`config.mk`:
```
export PLATFORM = sky130hd
export DESIGN_NAME = gpa_port
export DESIGN_NICKNAME = d
export VERILOG_FILES = /design/src/core/gpa_pkg.sv /design/src/core/gpa_sync_if.sv /design/src/core/gpa_pin_sync.sv /design/src/core/gpa_port.sv
export SDC_FILE = /design/constraint.sdc
export NUM_CORES = 1
export LEC_CHECK = 0
export BUFFER_PORTS_ARGS = -buffer_cell sky130_fd_sc_hd__buf_2
export CELL_PAD_IN_SITES_DETAIL_PLACEMENT = 0
export CELL_PAD_IN_SITES_GLOBAL_PLACEMENT = 1
export CORE_UTILIZATION = 44
export CTS_BUF_LIST = sky130_fd_sc_hd__clkbuf_8
export CTS_CLUSTER_DIAMETER = 30
export CTS_CLUSTER_SIZE = 40
export DETAILED_ROUTE_END_ITERATION = 8
export PLACE_DENSITY_LB_ADDON = 0.15
export SLEW_MARGIN = 5
export SYNTH_ARGS = -nofsm -noshare
export SYNTH_HDL_FRONTEND = slang
export SYNTH_HIERARCHICAL = 1
export SYNTH_SLANG_ARGS = --single-unit
```
`constraint.sdc`:
```
create_clock -name i_mclk -period 1.6 [get_ports i_mclk]
set_input_delay 0 -clock i_mclk [delete_from_list [all_inputs] [get_ports i_mclk]]
set_output_delay 0 -clock i_mclk [all_outputs]
set_load 0.02 [all_outputs]
```
`src/core/gpa_pkg.sv`:
```
// package for the eight-pin port with analog input disable
// assumes one system clock and an active-low asynchronous cpu reset
package gpa_pkg;

   // ----------------------------------------
   // port geometry and register addressing
   // ----------------------------------------
   localparam int unsigned PIN_N  = 8;
   localparam int unsigned ADDR_W = 3;
   localparam int unsigned DATA_W = 8;
   localparam int unsigned SYNC_N = 2;

   localparam logic [ADDR_W-1:0] OFS_DATA_LATCH = 3'h0;
   localparam logic [ADDR_W-1:0] OFS_DIRECTION  = 3'h1;
   localparam logic [ADDR_W-1:0] OFS_PULLUP     = 3'h2;
   localparam logic [ADDR_W-1:0] OFS_AIN_DIS    = 3'h3;
   localparam logic [ADDR_W-1:0] OFS_STANDBY    = 3'h4;
   localparam logic [ADDR_W-1:0] OFS_CMP_CTRL   = 3'h5;
   localparam logic [ADDR_W-1:0] OFS_PIN_STATE  = 3'h6;

   // ----------------------------------------
   // field positions
   // ----------------------------------------
   localparam int unsigned STANDBY_PIN_FLOAT_BIT   = 0;
   localparam int unsigned CMP_INPUT_DISABLE_BIT   = 0;
   localparam int unsigned CMP_PLUS_PIN            = 0;
   localparam int unsigned CMP_MINUS_PIN           = 1;

   // ----------------------------------------
   // reset values
   // ----------------------------------------
   localparam logic [DATA_W-1:0] RST_DATA_LATCH = 8'h00;
   localparam logic [DATA_W-1:0] RST_DIRECTION  = 8'h00;
   localparam logic [DATA_W-1:0] RST_PULLUP     = 8'h00;
   localparam logic [DATA_W-1:0] RST_AIN_DIS    = 8'h00;
   localparam logic              RST_PIN_FLOAT  = 1'b0;
   localparam logic              RST_CMP_DIS    = 1'b1;
   localparam logic [DATA_W-1:0] RD_UNMAPPED    = 8'h00;

endpackage : gpa_pkg

```
`src/core/gpa_sync_if.sv`:
```
// carrier between the port top and its pin synchroniser
// assumes both ends sit on the same system clock
`timescale 1ns/100ps
`default_nettype none

interface gpa_sync_if;
   import gpa_pkg::*;

   logic [PIN_N-1:0] raw;
   logic [PIN_N-1:0] synced;

   modport top  (output raw, input  synced);
   modport sync (input  raw, output synced);
endinterface : gpa_sync_if

`default_nettype wire

```
`src/core/gpa_pin_sync.sv`:
```
// two-stage synchroniser for every pad input of the port
// assumes pad levels may change at any time relative to i_mclk
`timescale 1ns/100ps
`default_nettype none

module gpa_pin_sync
   import gpa_pkg::*;
(
   input  wire logic i_mclk,
   input  wire logic i_rst_n,
   gpa_sync_if.sync  sif
);

   // ----------------------------------------
   // per-pin flop pair
   // ----------------------------------------
   // stage one is read by stage two only
   genvar g;
   generate
      for (g = 0; g < PIN_N; g++)
      begin : g_pin
         logic meta_q;
         logic stab_q;

         always_ff @(posedge i_mclk or negedge i_rst_n)
         begin
            if (!i_rst_n)
            begin
               meta_q <= 1'b0;
               stab_q <= 1'b0;
            end
            else
            begin
               meta_q <= sif.raw[g];
               stab_q <= meta_q;
            end
         end

         assign sif.synced[g] = stab_q;
      end
   endgenerate

endmodule : gpa_pin_sync

`default_nettype wire

```
`src/core/gpa_port.sv`:
```
// eight-pin general purpose port: latch, direction, pull-up, analog disable
// assumes cpu register port on i_mclk; peripheral and standby inputs synchronous
//
// The register addresses and strobed register access were decided locally.
`timescale 1ns/100ps
`default_nettype none

module gpa_port
   import gpa_pkg::*;
(
   input  wire logic                       i_mclk,
   input  wire logic                       i_rst_n,
   // register port
   input  wire logic [gpa_pkg::ADDR_W-1:0] i_addr,
   input  wire logic [gpa_pkg::DATA_W-1:0] i_wdata,
   input  wire logic                       i_wr,
   input  wire logic                       i_rd,
   input  wire logic                       i_rmw,
   output var  logic [gpa_pkg::DATA_W-1:0] o_rdata,
   // pads
   input  wire logic [gpa_pkg::PIN_N-1:0]  i_pin,
   output var  logic [gpa_pkg::PIN_N-1:0]  o_pin,
   output var  logic [gpa_pkg::PIN_N-1:0]  o_pin_oe_n,
   output var  logic [gpa_pkg::PIN_N-1:0]  o_pullup_en,
   output var  logic [gpa_pkg::PIN_N-1:0]  o_analog_en,
   // shared peripheral functions
   input  wire logic [gpa_pkg::PIN_N-1:0]  i_periph_oe,
   input  wire logic [gpa_pkg::PIN_N-1:0]  i_periph_out,
   output var  logic [gpa_pkg::PIN_N-1:0]  o_periph_in,
   // external interrupt circuit
   input  wire logic [gpa_pkg::PIN_N-1:0]  i_ext_irq_en,
   output var  logic [gpa_pkg::PIN_N-1:0]  o_ext_irq_level,
   // standby controller and comparator
   input  wire logic                       i_stop_or_watch,
   output var  logic                       o_comparator_plus_input_en,
   output var  logic                       o_comparator_minus_input_en
);
   import gpa_pkg::*;

   // ----------------------------------------
   // registers and synchroniser
   // ----------------------------------------
   logic [PIN_N-1:0] port_data_latch_q;
   logic [PIN_N-1:0] port_direction_q;
   logic [PIN_N-1:0] port_pullup_enable_q;
   logic [PIN_N-1:0] analog_input_disable_low_q;
   logic             standby_pin_float_q;
   logic             comparator_input_disable_q;
   logic [PIN_N-1:0] pin_sync;

   gpa_sync_if sif ();

   assign sif.raw  = i_pin;
   assign pin_sync = sif.synced;

   gpa_pin_sync u_sync (
      .i_mclk  (i_mclk),
      .i_rst_n (i_rst_n),
      .sif     (sif)
   );

   // ----------------------------------------
   // register writes
   // ----------------------------------------
   // latch takes every write regardless of direction
   always_ff @(posedge i_mclk or negedge i_rst_n)
   begin
      if (!i_rst_n)
         port_data_latch_q <= RST_DATA_LATCH;
      else if (i_wr && i_addr == OFS_DATA_LATCH)
         port_data_latch_q <= i_wdata;
   end

   always_ff @(posedge i_mclk or negedge i_rst_n)
   begin
      if (!i_rst_n)
         port_direction_q <= RST_DIRECTION;
      else if (i_wr && i_addr == OFS_DIRECTION)
         port_direction_q <= i_wdata;
   end

   always_ff @(posedge i_mclk or negedge i_rst_n)
   begin
      if (!i_rst_n)
         port_pullup_enable_q <= RST_PULLUP;
      else if (i_wr && i_addr == OFS_PULLUP)
         port_pullup_enable_q <= i_wdata;
   end

   // reset leaves shared analog pins with digital input off
   always_ff @(posedge i_mclk or negedge i_rst_n)
   begin
      if (!i_rst_n)
         analog_input_disable_low_q <= RST_AIN_DIS;
      else if (i_wr && i_addr == OFS_AIN_DIS)
         analog_input_disable_low_q <= i_wdata;
   end

   always_ff @(posedge i_mclk or negedge i_rst_n)
   begin
      if (!i_rst_n)
      begin
         standby_pin_float_q        <= RST_PIN_FLOAT;
         comparator_input_disable_q <= RST_CMP_DIS;
      end
      else if (i_wr)
      begin
         if (i_addr == OFS_STANDBY)
            standby_pin_float_q <= i_wdata[STANDBY_PIN_FLOAT_BIT];
         if (i_addr == OFS_CMP_CTRL)
            comparator_input_disable_q <= i_wdata[CMP_INPUT_DISABLE_BIT];
      end
   end

   // ----------------------------------------
   // pin behaviour
   // ----------------------------------------
   logic             float_act;
   logic [PIN_N-1:0] in_blocked;
   logic [PIN_N-1:0] drive_d;
   logic [PIN_N-1:0] level_d;
   logic [PIN_N-1:0] din;
   logic [PIN_N-1:0] irq_lvl;

   // without pin float, standby changes nothing here
   assign float_act  = standby_pin_float_q & i_stop_or_watch;
   assign in_blocked = {PIN_N{float_act}} & ~i_ext_irq_en;

   // peripheral output overrides the port latch
   assign drive_d = (port_direction_q | i_periph_oe) & {PIN_N{~float_act}};
   assign level_d = (i_periph_oe & i_periph_out)
                  | (~i_periph_oe & port_data_latch_q);

   // blocked inputs read low to avoid leakage from an open pad
   assign irq_lvl = pin_sync & ~in_blocked;
   assign din     = irq_lvl & analog_input_disable_low_q;

   always_ff @(posedge i_mclk or negedge i_rst_n)
   begin
      if (!i_rst_n)
      begin
         o_pin      <= '0;
         o_pin_oe_n <= '1;
      end
      else
      begin
         o_pin      <= level_d;
         o_pin_oe_n <= ~drive_d;
      end
   end

   // pull-up off whenever the pad is pulled low by us
   always_ff @(posedge i_mclk or negedge i_rst_n)
   begin
      if (!i_rst_n)
         o_pullup_en <= '0;
      else
         o_pullup_en <= port_pullup_enable_q & ~(drive_d & ~level_d);
   end

   always_ff @(posedge i_mclk or negedge i_rst_n)
   begin
      if (!i_rst_n)
      begin
         o_analog_en     <= '1;
         o_periph_in     <= '0;
         o_ext_irq_level <= '0;
      end
      else
      begin
         o_analog_en     <= ~analog_input_disable_low_q;
         o_periph_in     <= din;
         o_ext_irq_level <= irq_lvl;
      end
   end

   // comparator path ignores data and direction settings
   always_ff @(posedge i_mclk or negedge i_rst_n)
   begin
      if (!i_rst_n)
      begin
         o_comparator_plus_input_en  <= 1'b0;
         o_comparator_minus_input_en <= 1'b0;
      end
      else
      begin
         o_comparator_plus_input_en  <= ~comparator_input_disable_q;
         o_comparator_minus_input_en <= ~comparator_input_disable_q;
      end
   end

   // ----------------------------------------
   // register reads
   // ----------------------------------------
   logic [PIN_N-1:0]  pin_view;
   logic [DATA_W-1:0] rdata_d;

   // output pins show the latch, peripheral-driven pins the peripheral output; input pins the sampled level after analog disable and blocking
   assign pin_view = (port_direction_q & ~i_periph_oe & port_data_latch_q)
                   | (i_periph_oe & i_periph_out)
                   | (~port_direction_q & ~i_periph_oe & din);

   always_comb
   begin
      rdata_d = RD_UNMAPPED;
      unique case (i_addr)
         OFS_DATA_LATCH: rdata_d = i_rmw ? port_data_latch_q : pin_view;
         OFS_DIRECTION:  rdata_d = port_direction_q;
         OFS_PULLUP:     rdata_d = port_pullup_enable_q;
         OFS_AIN_DIS:    rdata_d = analog_input_disable_low_q;
         OFS_STANDBY:    rdata_d[STANDBY_PIN_FLOAT_BIT] = standby_pin_float_q;
         OFS_CMP_CTRL:   rdata_d[CMP_INPUT_DISABLE_BIT] = comparator_input_disable_q;
         OFS_PIN_STATE:  rdata_d = pin_sync;
         default:        rdata_d = RD_UNMAPPED;
      endcase
   end

   // data stand for one cycle after the read strobe only
   always_ff @(posedge i_mclk or negedge i_rst_n)
   begin
      if (!i_rst_n)
         o_rdata <= '0;
      else if (i_rd)
         o_rdata <= rdata_d;
      else
         o_rdata <= '0;
   end
endmodule : gpa_port

`default_nettype wire

```
# Yosys cells after proc, flatten, opt, wreduce, memory -nomap -nowiden
# Index checks and enable logic that the tools add are counted.
# word_totals
output_inout_bits	58
reg_bits	107
# op_classes
mux	4
n_bitwise	27
n_eq_ne	6
n_reduce_logical	7
# op_table
op	n
8-bit AND	12
8-bit inverter	8
7-bit one-hot mux with 5 select lines	1
8-bit OR	4
8-bit 2-to-1 mux	2
3-bit == test (second input constant)	3
1-bit one-hot mux with 7 select lines	1
3-bit by 2-bit == test with 1-bit output (second input constant)	2
1-bit logical AND	4
2-bit AND reduction	2
3-bit by 1-bit == test with 1-bit output (second input constant)	1
3-bit logical NOT	1
1-bit inverter	2
1-bit AND	1

# Longest topological paths before layout
# Gate-level depths: netlist of run 1.
# depth
ltp_word	10
ltp_mapped	6
mapped_depth_nobuf	4

# Cells and area by module
# Netlist of run 1, hierarchy kept.
# modules_own_cells
mod	cells_per_inst	area_each_um2	seq_area_each_um2	instances
gpa_port	283	3774.9	2298.5	1
gpa_pin_sync	24	460.4	400.4	1

# Least setup slack after synthesis of run 1
# No wires, ideal clock.
# synth_timing
kind	reg2reg
from	register standby_pin_float_q
to	register o_pullup_en[4] (netlist name)
setup_slack_ps	326
t_arrival_ps	1155
setup_ps	119
required_time_ps	1481
stages_incl_launch_ff	6
cell_sequence	dfrtp_1 nand2_1 buf_2 buf_2 o21ai_0 o21a_1
# synth_via
elab_chain_len	6
# synth_lines
element	line_no	text
start: declaration	gpa_port.sv:47	logic standby_pin_float_q;
start signal: assignment	gpa_port.sv:109	standby_pin_float_q <= i_wdata[STANDBY_PIN_FLOAT_BIT];
1-bit AND	gpa_port.sv:126	assign float_act = standby_pin_float_q & i_stop_or_watch;
1-bit inverter	gpa_port.sv:130	assign drive_d = (port_direction_q | i_periph_oe) & {PIN_N{~float_act}};
8-bit AND	gpa_port.sv:130	
8-bit AND	gpa_port.sv:158	o_pullup_en <= port_pullup_enable_q & ~(drive_d & ~level_d);
8-bit inverter	gpa_port.sv:158	
8-bit AND	gpa_port.sv:158	
end signal: assignment	gpa_port.sv:158	
end: declaration	gpa_port.sv:24	output var logic [gpa_pkg::PIN_N-1:0] o_pullup_en,
# No other way between the ends.
# A chain may end at the register's enable or synchronous reset.

# Final worst setup path of run 1
# layout_timing
from	register standby_pin_float_q
to	register o_rdata[5] (netlist name)
# layout_via
elab_chain_len	10
# layout_lines
element	line_no	text
1-bit AND	gpa_port.sv:126	
8-bit AND	gpa_port.sv:127	assign in_blocked = {PIN_N{float_act}} & ~i_ext_irq_en;
8-bit inverter	gpa_port.sv:135	assign irq_lvl = pin_sync & ~in_blocked;
8-bit AND	gpa_port.sv:135	
8-bit AND	gpa_port.sv:136	assign din = irq_lvl & analog_input_disable_low_q;
net din[5]	gpa_port.sv:122	logic [PIN_N-1:0] din;
8-bit AND	gpa_port.sv:201	| (~port_direction_q & ~i_periph_oe & din);
8-bit OR	gpa_port.sv:201	
8-bit 2-to-1 mux	gpa_port.sv:207	OFS_DATA_LATCH: rdata_d = i_rmw ? port_data_latch_q : pin_view;
7-bit one-hot mux with 5 select lines	gpa_port.sv:206	unique case (i_addr)
8-bit 2-to-1 mux	gpa_port.sv:223	else if (i_rd)
end signal: assignment	gpa_port.sv:224	o_rdata <= rdata_d;
end: declaration	gpa_port.sv:19	output var logic [gpa_pkg::DATA_W-1:0] o_rdata,
# The timed path passes the listed nets, and every way through them passes these cells.

==> results of run 1 <==
[cells by family after synthesis]
logic type | after synthesis | share of synthesized area, %
flip-flops | 107 | 63.7
buffers and inverters | 36 | 4.61
AND/OR/NAND/NOR | 34 | 4.85
multiplexers | 55 | 14.2
AO/OA/AOI/OAI | 75 | 12.7
[metrics by stage]
step	std cells	hold WS [ns]
floorplan	307	-0.296
global placement	538	-0.135
detailed placement	538	-0.134
CTS	598	0.0158
global route	598	0.0292
finish	598	0.0259
[path summary, 6_finish.rpt]
check	from	to	slack [ns]
min	i_rst_n	o_ext_irq_level[0]$_DFF_PN0_	0.03
min reg2reg	u_sync/g_pin[4].meta_q$_DFF_PN0_	u_sync/g_pin[4].stab_q$_DFF_PN0_	0.36
max	standby_pin_float_q$_DFFE_PN0P_	o_rdata[5]$_DFF_PN0_	0.19
max in group asynchronous	i_rst_n	o_pin_oe_n[1]$_DFF_PN1_	1.00
max reg2reg	standby_pin_float_q$_DFFE_PN0P_	o_rdata[5]$_DFF_PN0_	0.19
min in group i_mclk	i_wr	comparator_input_disable_q$_DFFE_PN1P_	0.05
[power by group through the flow]
| stage | registers (W) | logic [W] | clock network (W) |
|---|---|---|---|
| 2_1_floorplan | 0.00374 | 0.000571 | 0 |
| 3_3_place_gp | 0.00350 | 0.00133 | 0 |
| 3_5_place_dp | 0.00350 | 0.00134 | 0 |
| 4_1_cts | 0.00345 | 0.00143 | 0.00154 |
| 5_1_grt | 0.00351 | 0.00155 | 0.00164 |
| 6_report | 0.00345 | 0.00142 | 0.00148 |
[cells in the final DEF (no fill, tap or decap), types with 2 or more instances in the layout]
| master | count |
|---|---|
| a21o_1 | 2 |
| a21oi_1 | 15 |
| a31oi_1 | 2 |
| and2_1 | 3 |
| buf_12 | 2 |
| buf_2 | 105 |
| buf_4 | 16 |
| clkbuf_8 | 9 |
| clkinv_2 | 3 |
| dfrtp_1 | 90 |
| dfstp_2 | 17 |
| dlygate4sd3_1 | 44 |
| inv_1 | 15 |
| inv_6 | 3 |
| mux2_2 | 39 |
| mux2i_1 | 16 |
| nand2_1 | 10 |
| nand2b_1 | 3 |
| nor2_1 | 3 |
| o211a_1 | 6 |
| o21a_1 | 16 |
| o21ai_0 | 10 |
| o21bai_1 | 2 |
| o221ai_1 | 6 |
| o22a_1 | 4 |
| o22ai_1 | 3 |
| o311ai_0 | 2 |
| o31a_1 | 3 |
| or3_1 | 5 |
[state kept, by name, indices dropped and copies added, names as in the netlist]
register and cells:
o_rdata 8, comparator_input_disable_q 1, port_pullup_enable_q 8, u_sync/g_pin.meta_q 8
o_comparator_minus_input_en 1, analog_input_disable_low_q 8, port_direction_q 8, o_periph_in 8
o_pin_oe_n 8, o_pullup_en 8, port_data_latch_q 8, standby_pin_float_q 1
o_pin 8, u_sync/g_pin.stab_q 8, o_analog_en 8, o_ext_irq_level 8
[routing by layer]
| layer | track usage (%) | vias up |
|---|---|---|
| li1 | - | 1412 |
| met4 | 5.35 | 0 |
| met5 | 0 | - |
| met1 | 28.9 | 1481 |
| met2 | 32.7 | 76 |
| met3 | 4.04 | 2 |
[layout make-up]
type	instances	share of cell area [%]
clock buffers	9	2.23
clock inverters	7	0.877
inverters	15	1.01
multi-input cells	164	24.2
flip-flops and latches	107	48.5
well taps	129	2.90
repair buffers	167	20.2
[worst register-to-register path: stages (launching register included)]
cell	delay [ns]
dfrtp_1	0.38
nand2_1	0.16
buf_4	0.23
o211a_1	0.23
o221ai_1	0.18
a21oi_1	0.10
[repair_timing]
item | in CTS | in global routing
hold buffers | 44 | 0
gates resized for setup | 0 | 0
setup endpoints to repair | 0 | 0
hold endpoints to repair | 172 | 0
==> impl_metrics.csv, run 1 <==
group,metric,value,unit
critical_path,cpPeakStageDelay,0.38,ns
synth,synth_edf_count,0,
die,die-height,100,um
die,ios,107,
synth,ys_seq_area_share,63.7,%
critical_path,cpMaxStageDelayCell,"dfrtp_1",
pwr,switchingPower,0.00193,W
critical_path,crit_family,"compound AO/OA/AOI/OAI gates",
placed_design,place_area,4950,sq um
sta,setup_tns,0,ns
critical_path,path_buf_inv,1,
drt,postRouteWirelength,9540,um
die,dieArea,10000,sq um
die,coreArea,9280,sq um
synth,syn-cell-area,4240,sq um
sta,slew_viol_final,0,
synth,yosys.area.top_type_share,53.2,%
pwr,combPwrFrac,22.3,%
critical_path,path_depth,5,
pwr,p_sw_share,30.4,%
drt,met3_length,394,um
synth,syn_inst,307,
finish,finish.instance_area,5560,sq um
global_routing,grt_pass1_vias,2966,
critical_path,cp.required,1.83,ns
die,start_util,45.6,%
sta,max_slew_margin,71.2,%
pwr,ir_drop,0.000612,V
critical_path,r2r_cells,5,
pwr,leakagePower,2.66,nW
drt,ant_nets,0,
placed_design,portBuffers,106,
drt,via_per_inst,4.97,
placed_design,gp_congestion,0.813,
die,num_rows,35,
finish,fin_util,59.9,%
cts,clock_sinks,107,
global_routing,antenna_found_initial,0,
cts,clock-root-buffer,"clkbuf_8",
cts,cts_buffers,9,
cts,worstSkewPairLatency,0.36,ns
synth,postSynth.asyncResetShare,100,%
synth,yosysMostFrequentCell,"dfrtp_1",
global_routing,grt_start_max_net_pins,49,
synth,synth-seq-cells,107,
global_routing,grt_pass1_wl,15500,um
cts,tritoncts,"yes",
synth,synth_area_per_cell,13.8,sq um
die,die-width,100,um
sta,rsz0062_at_grt,"false",
synth,ys_types,39,
pwr,power_frac_clock,23.3,%
drt,drtIter0Drc,101,
global_routing,track_usage,20.5,%
synth,synth_area_leaders,"dfrtp_1 53%, dfstp_2 11%, mux2_2 10%",
global_routing,gr-total-overflow,0,
critical_path,start_kind,"register",
drt,top_layer,"met4",
finish,final-seq-area,2700,sq um
critical_path,cp-end-kind,"register",
cts,post_cts_buffers,0,
sta,tightestPinTransition,0.432,ns
pwr,p_seq_share,54.4,%
critical_path,crit_type,"register to register",
finish,nNetsFinal,513,
finish,multi_input_area,1350,sq um
drt,met1_length,4520,um
critical_path,path_max_fanout,11,
worst_hold_path,hp-class,"input pin to async pin",
finish,fillers,798,
sta,setup_viol,0,
sta,finalHoldViolCount,0,
pwr,p_total,0.00635,W
drt,routedWlPerCell,15.9,um
placed_design,dp_hpwl,6520,um
synth,syn_nets,356,
finish,syn2layout_area_growth,31.3,%
cts,cts_max_level,3,
pwr,power-per-cell-area,1140,nW/um^2
critical_path,cp_data_arrival_time,1.64,ns
synth,synth_top_flop_cell,"dfrtp_1",
placed_design,dpl_worst_slack,0.212,ns
synth,synth.cells.most_frequent,"90 x dfrtp_1, 39 x mux2_2, 17 x dfstp_2",
run,drv_cap,0,
synth,yosysWarnings,6,
sta,skew,0.0169,ns
pwr,p_int,0.00442,W
sta,period_needed,1.41,ns
cts,clkTransAtPathRegs,0.11,ns
sta,finalCritPeriodShare,88.0,%
synth,yosysTopAreaCell,"dfrtp_1",
sta,fmax,0.710,GHz
critical_path,critical_path.cell_chain,"nand2_1, buf_4, o211a_1, o221ai_1, a21oi_1",
outcome,status,"finished clean",
sta,setup_ws,0.191,ns
drt,drc_errors,0,
cts,clockBufferDepth,2,
finish,drive_above_1_share,42.4,%
finish,diodes,0,
drt,vias,2971,
drt,firstDrtPassIters,6,
drt,dr_wl_met2,4580,um
No activity file was read; power rests on OpenSTA's default activity.
==> run 2, diff against run 1 <==
CORE_UTILIZATION = 40   (was 44)
==> impl_metrics.csv, run 2 (same netlist as run 1, synthesis figures left out) <==
group,metric,value,unit
sta,fmax,0.704,GHz
cts,clock-root-buffer,"clkbuf_8",
sta,tightestPinTransition,0.480,ns
die,ios,107,
pwr,leakagePower,2.68,nW
critical_path,start_kind,"register",
outcome,status,"finished clean",
cts,cts_max_level,3,
critical_path,cp.required,1.83,ns
cts,clock_sinks,107,
critical_path,startpoint,"standby_pin_float_q$_DFFE_PN0P_",
finish,diodes,0,
critical_path,path_max_fanout,9,
placed_design,portBuffers,106,
die,die-width,105,um
sta,finalHoldViolCount,0,
finish,layout_common_cells,"105 x buf_2, 90 x dfrtp_1, 44 x dlygate4sd3_1",
sta,finalCritPeriodShare,88.8,%
finish,nNetsFinal,514,
die,die-height,105,um
critical_path,r2r_start,"standby_pin_float_q$_DFFE_PN0P_",
drt,vias,2972,
critical_path,cp-end-kind,"register",
global_routing,antenna_found_initial,0,
critical_path,crit_type,"register to register",
die,coreArea,10300,sq um
critical_path,cpMaxStageDelayCell,"dfrtp_1",
placed_design,place_inst,546,
critical_path,cp_data_arrival_time,1.65,ns
critical_path,worst_r2r_endpoint,"o_rdata[1]$_DFF_PN0_",
placed_design,dp_hpwl,6990,um
finish,stdcell_count,606,
die,num_rows,37,
global_routing,grt_start_max_net_pins,36,
finish,fillers,895,
sta,setup_viol,0,
pwr,power-per-cell-area,1140,nW/um^2
drt,ant_nets,0,
placed_design,gp_congestion,0.798,
sta,max_slew_margin,68.0,%
global_routing,grt_pass1_wl,15600,um
critical_path,path_buf_inv,1,
run,drv_cap,0,
cts,cts_hold_buf,44,
drt,firstDrtPassIters,4,
finish,drive_above_1_share,42.1,%
finish,final-seq-area,2700,sq um
cts,worstSkewPairLatency,0.36,ns
global_routing,met3_usage,2.62,%
critical_path,crit_family,"compound AO/OA/AOI/OAI gates",
critical_path,critical_path.cell_chain,"nand2_1, buf_4, o211a_1, o221ai_1, a21oi_1",
drt,routedWlPerCell,16.1,um
sta,slew_viol_final,0,
cts,post_cts_buffers,0,
global_routing,grt_busiest_layer,"met2",
pwr,ir_drop,0.000449,V
finish,final_common_cell,"buf_2",
die,start_util,41.2,%
cts,clockBufferDepth,2,
sta,skew,0.00809,ns
critical_path,r2r_cells,5,
sta,period_needed,1.42,ns
global_routing,grt_pass1_vias,2959,
cts,clkTransAtPathRegs,0.10,ns
drt,drc_errors,0,
finish,fin_util,54.5,%
critical_path,r2r_slack,0.18,ns
cts,cts_buffers,9,
worst_hold_path,hp-class,"input pin to register",
sta,rsz0062_at_grt,"false",
finish,multi_input_area,1350,sq um
die,dieArea,11000,sq um
global_routing,met1_usage,26.4,%
global_routing,grt_use_met2,29.3,%
critical_path,path_depth,5,
cts,cts_resized,0,
critical_path,cpPeakStageDelay,0.37,ns
drt,postRouteWirelength,9790,um
global_routing,gr-total-overflow,0,
sta,setup_tns,0,ns
drt,via_per_inst,4.90,
finish,syn2layout_area_growth,32.2,%
cts,tritoncts,"yes",
global_routing,track_usage,18.8,%
critical_path,cp-endpoint,"o_rdata[1]$_DFF_PN0_",
drt,drtIter0Drc,97,
==> run 2: tightest hold or removal path: cells and delay by family <==
kind / cells / cell delay (ns)
AOI/OAI and AO/OA: 1 / 0.07
buffers and inverters: 1 / 0.13
and+or+nand+nor: 3 / 0.21
==> run 2: cell type report <==
cell class	instances	share of cell area, %
clock inverters	6	0.738
multi-input cells	164	24.1
flip-flops and latches	107	48.2
inverters	15	1.01
clock buffers	10	2.46
repair buffers	168	20.5
well taps	136	3.04
==> run 2: per-stage QoR <==
step,total power [W],instance area [sq um],hold WS (ns),setup WS [ns]
finish,0.00639,5600,0.0455,0.179
global route,0.00674,5600,0.0836,0.0246
CTS,0.00647,5600,0.0274,0.182
detailed placement,0.00486,4980,-0.00569,0.204
global placement,0.00484,4980,0.00503,0.251
floorplan,0.00431,4240,-0.296,0.326
==> run 2: routing by layer <==
metal,vias to the layer above,routed length [um]
li1,1407,-
met1,1472,4570
met2,79,4690
met3,14,387
met4,0,147
met5,-,0
==> run 2: worst min-delay path by stage <==
stage               startpoint                                   endpoint  slack (ns)  cells past startpoint
CTS                       i_wr     comparator_input_disable_q$_DFFE_PN1P_        0.03                      5
finish                    i_wr     comparator_input_disable_q$_DFFE_PN1P_        0.05                      5
floorplan              i_rst_n  analog_input_disable_low_q[0]$_DFFE_PN0P_       -0.30                      0
global route              i_wr     comparator_input_disable_q$_DFFE_PN1P_        0.08                      5
global placement       i_rst_n                   o_periph_in[0]$_DFF_PN0_       0.005                      1
detailed placement     i_rst_n                   o_periph_in[0]$_DFF_PN0_      -0.006                      1
==> run 2: power breakdown <==
part | switching, W | leakage [nW] | total, W | internal, W
combinational | 0.000774 | 1.31 | 0.00142 | 0.000651
clock | 0.000894 | 0.0959 | 0.00151 | 0.000613
sequential | 0.000267 | 1.28 | 0.00346 | 0.00320
==> run 3, diff against run 2 <==
SKIP_CTS_REPAIR_TIMING = 1   (was unset)
clock period = 1.27 ns   (was 1.6 ns; I/O delays follow)
==> impl_metrics.csv, run 3 (same netlist as run 1, synthesis figures left out) <==
group,metric,value,unit
outcome,status,"complete, but fails checks",
critical_path,r2r_start,"standby_pin_float_q$_DFFE_PN0P_",
critical_path,r2r_slack,-0.009,ns
placed_design,gp_congestion,0.798,
drt,drtIter0Drc,93,
global_routing,grt_pass1_vias,3017,
cts,tritoncts,"yes",
finish,diodes,0,
sta,finalHoldViolCount,0,
sta,setup_tns,-0.00853,ns
cts,clkTransAtPathRegs,0.09,ns
pwr,ir_drop,0.000614,V
global_routing,grt_start_max_net_pins,33,
finish,final_common_cell,"buf_2",
die,die-height,105,um
die,start_util,41.2,%
critical_path,crit_type,"register to register",
critical_path,r2r_cells,5,
critical_path,cp-end-kind,"register",
pwr,power-per-cell-area,1430,nW/um^2
sta,worst_hold_slack,0.0488,ns
die,die-width,105,um
sta,fmax,0.782,GHz
sta,tightestPinTransition,0.470,ns
critical_path,cp.required,1.49,ns
sta,finalCritPeriodShare,101,%
drt,drc_errors,0,
cts,worstSkewPairLatency,0.36,ns
die,dieArea,11000,sq um
die,coreArea,10300,sq um
sta,period_needed,1.28,ns
worst_hold_path,worstHoldEndpoint,"o_ext_irq_level[3]$_DFF_PN0_",
global_routing,antenna_found_initial,1,
run,drv_cap,0,
finish,layout_common_cells,"105 x buf_2, 90 x dfrtp_1, 42 x dlygate4sd3_1",
global_routing,track_usage,18.8,%
die,num_rows,37,
cts,cts_buffers,9,
worst_hold_path,hold_path_depth,3,
cts,clockBufferDepth,2,
pwr,leakagePower,2.79,nW
cts,clock_sinks,107,
sta,setup_ws,-0.00853,ns
placed_design,dp_hpwl,7120,um
die,ios,107,
sta,rsz0062_at_grt,"true",
global_routing,grt_pass1_wl,15700,um
drt,postRouteWirelength,10200,um
drt,routedWlPerCell,16.4,um
drt,ant_nets,0,
sta,skew,0.00949,ns
critical_path,worst_r2r_endpoint,"o_rdata[6]$_DFF_PN0_",
placed_design,dpl_worst_slack,-0.0996,ns
finish,drive_above_1_share,46.1,%
critical_path,path_max_fanout,7,
outcome,violations,"setup timing",
finish,nNetsFinal,532,
critical_path,start_kind,"register",
placed_design,portBuffers,106,
cts,clock-root-buffer,"clkbuf_8",
worst_hold_path,hp-start,"i_stop_or_watch",
drt,vias,3055,
sta,slew_viol_final,0,
sta,setup_viol,1,
drt,firstDrtPassIters,4,
drt,via_per_inst,4.90,
global_routing,gr-total-overflow,0,
cts,cts_max_level,3,
critical_path,cp_data_arrival_time,1.50,ns
finish,syn2layout_area_growth,37.3,%
worst_hold_path,hp-class,"input pin to register",
sta,max_slew_margin,68.7,%
-- run 3: per-layer routing --
layer / routed length (um) / vias up / share of wire (%) / global-route usage [%]
li1: - / 1445 / - / -
met1: 4710 / 1516 / 46 / 25.7
met2: 4960 / 79 / 49 / 29.8
met3: 409 / 13 / 4.0 / 3.99
met4: 119 / 2 / 1.2 / 6.54
met5: 17 / - / 0.17 / 0
-- run 3: through the flow --
step / instance area, sq um / utilization, % / cells / power (W)
after CTS: 5270 / 51.3 / 576 / 0.00819
after floorplan: 4240 / - / 307 / 0.00543
after global routing: 5820 / 56.6 / 624 / 0.00875
after detailed placement: 5080 / 49.5 / 560 / 0.00620
after global placement: 5080 / 49.5 / 560 / 0.00617
final: 5820 / 56.6 / 624 / 0.00830
-- run 3: worst max-delay path by stage --
stage                                          end                            start  slack [ns]
after global routing          o_rdata[4]$_DFF_PN0_  standby_pin_float_q$_DFFE_PN0P_       -0.06
after detailed placement      o_rdata[4]$_DFF_PN0_  standby_pin_float_q$_DFFE_PN0P_        -0.1
after floorplan           o_pullup_en[4]$_DFF_PN0_  standby_pin_float_q$_DFFE_PN0P_        0.03
after CTS                     o_rdata[4]$_DFF_PN0_  standby_pin_float_q$_DFFE_PN0P_       -0.13
after global placement        o_rdata[6]$_DFF_PN0_  standby_pin_float_q$_DFFE_PN0P_       -0.04
final                         o_rdata[6]$_DFF_PN0_  standby_pin_float_q$_DFFE_PN0P_      -0.009
-- run 3: power breakdown --
group | total [W] | internal (W) | switching (W) | leakage, nW
Sequential | 0.00434 | 0.00402 | 0.000320 | 1.28
Combinational | 0.00197 | 0.000936 | 0.00104 | 1.41
Clock | 0.00198 | 0.000891 | 0.00109 | 0.0953
Total | 0.00830 | 0.00585 | 0.00245 | 2.79
-- run 3: area by class of cell --
type / count / area [sq um]
multi-input combinational: 164 / 1400
fill: 899 / 4460
timing repair buffer: 186 / 1310
inverter: 15 / 56.3
sequential: 107 / 2700
clock buffer: 9 / 124
clock inverter: 7 / 63.8
tap: 136 / 170
-- run 3: worst max-delay path, stage by stage (launching register included) --
cell      delay [ns]
dfrtp_1         0.40
nand2_4         0.11
buf_8           0.15
o211a_1         0.23
o221ai_2        0.15
a21oi_1         0.09
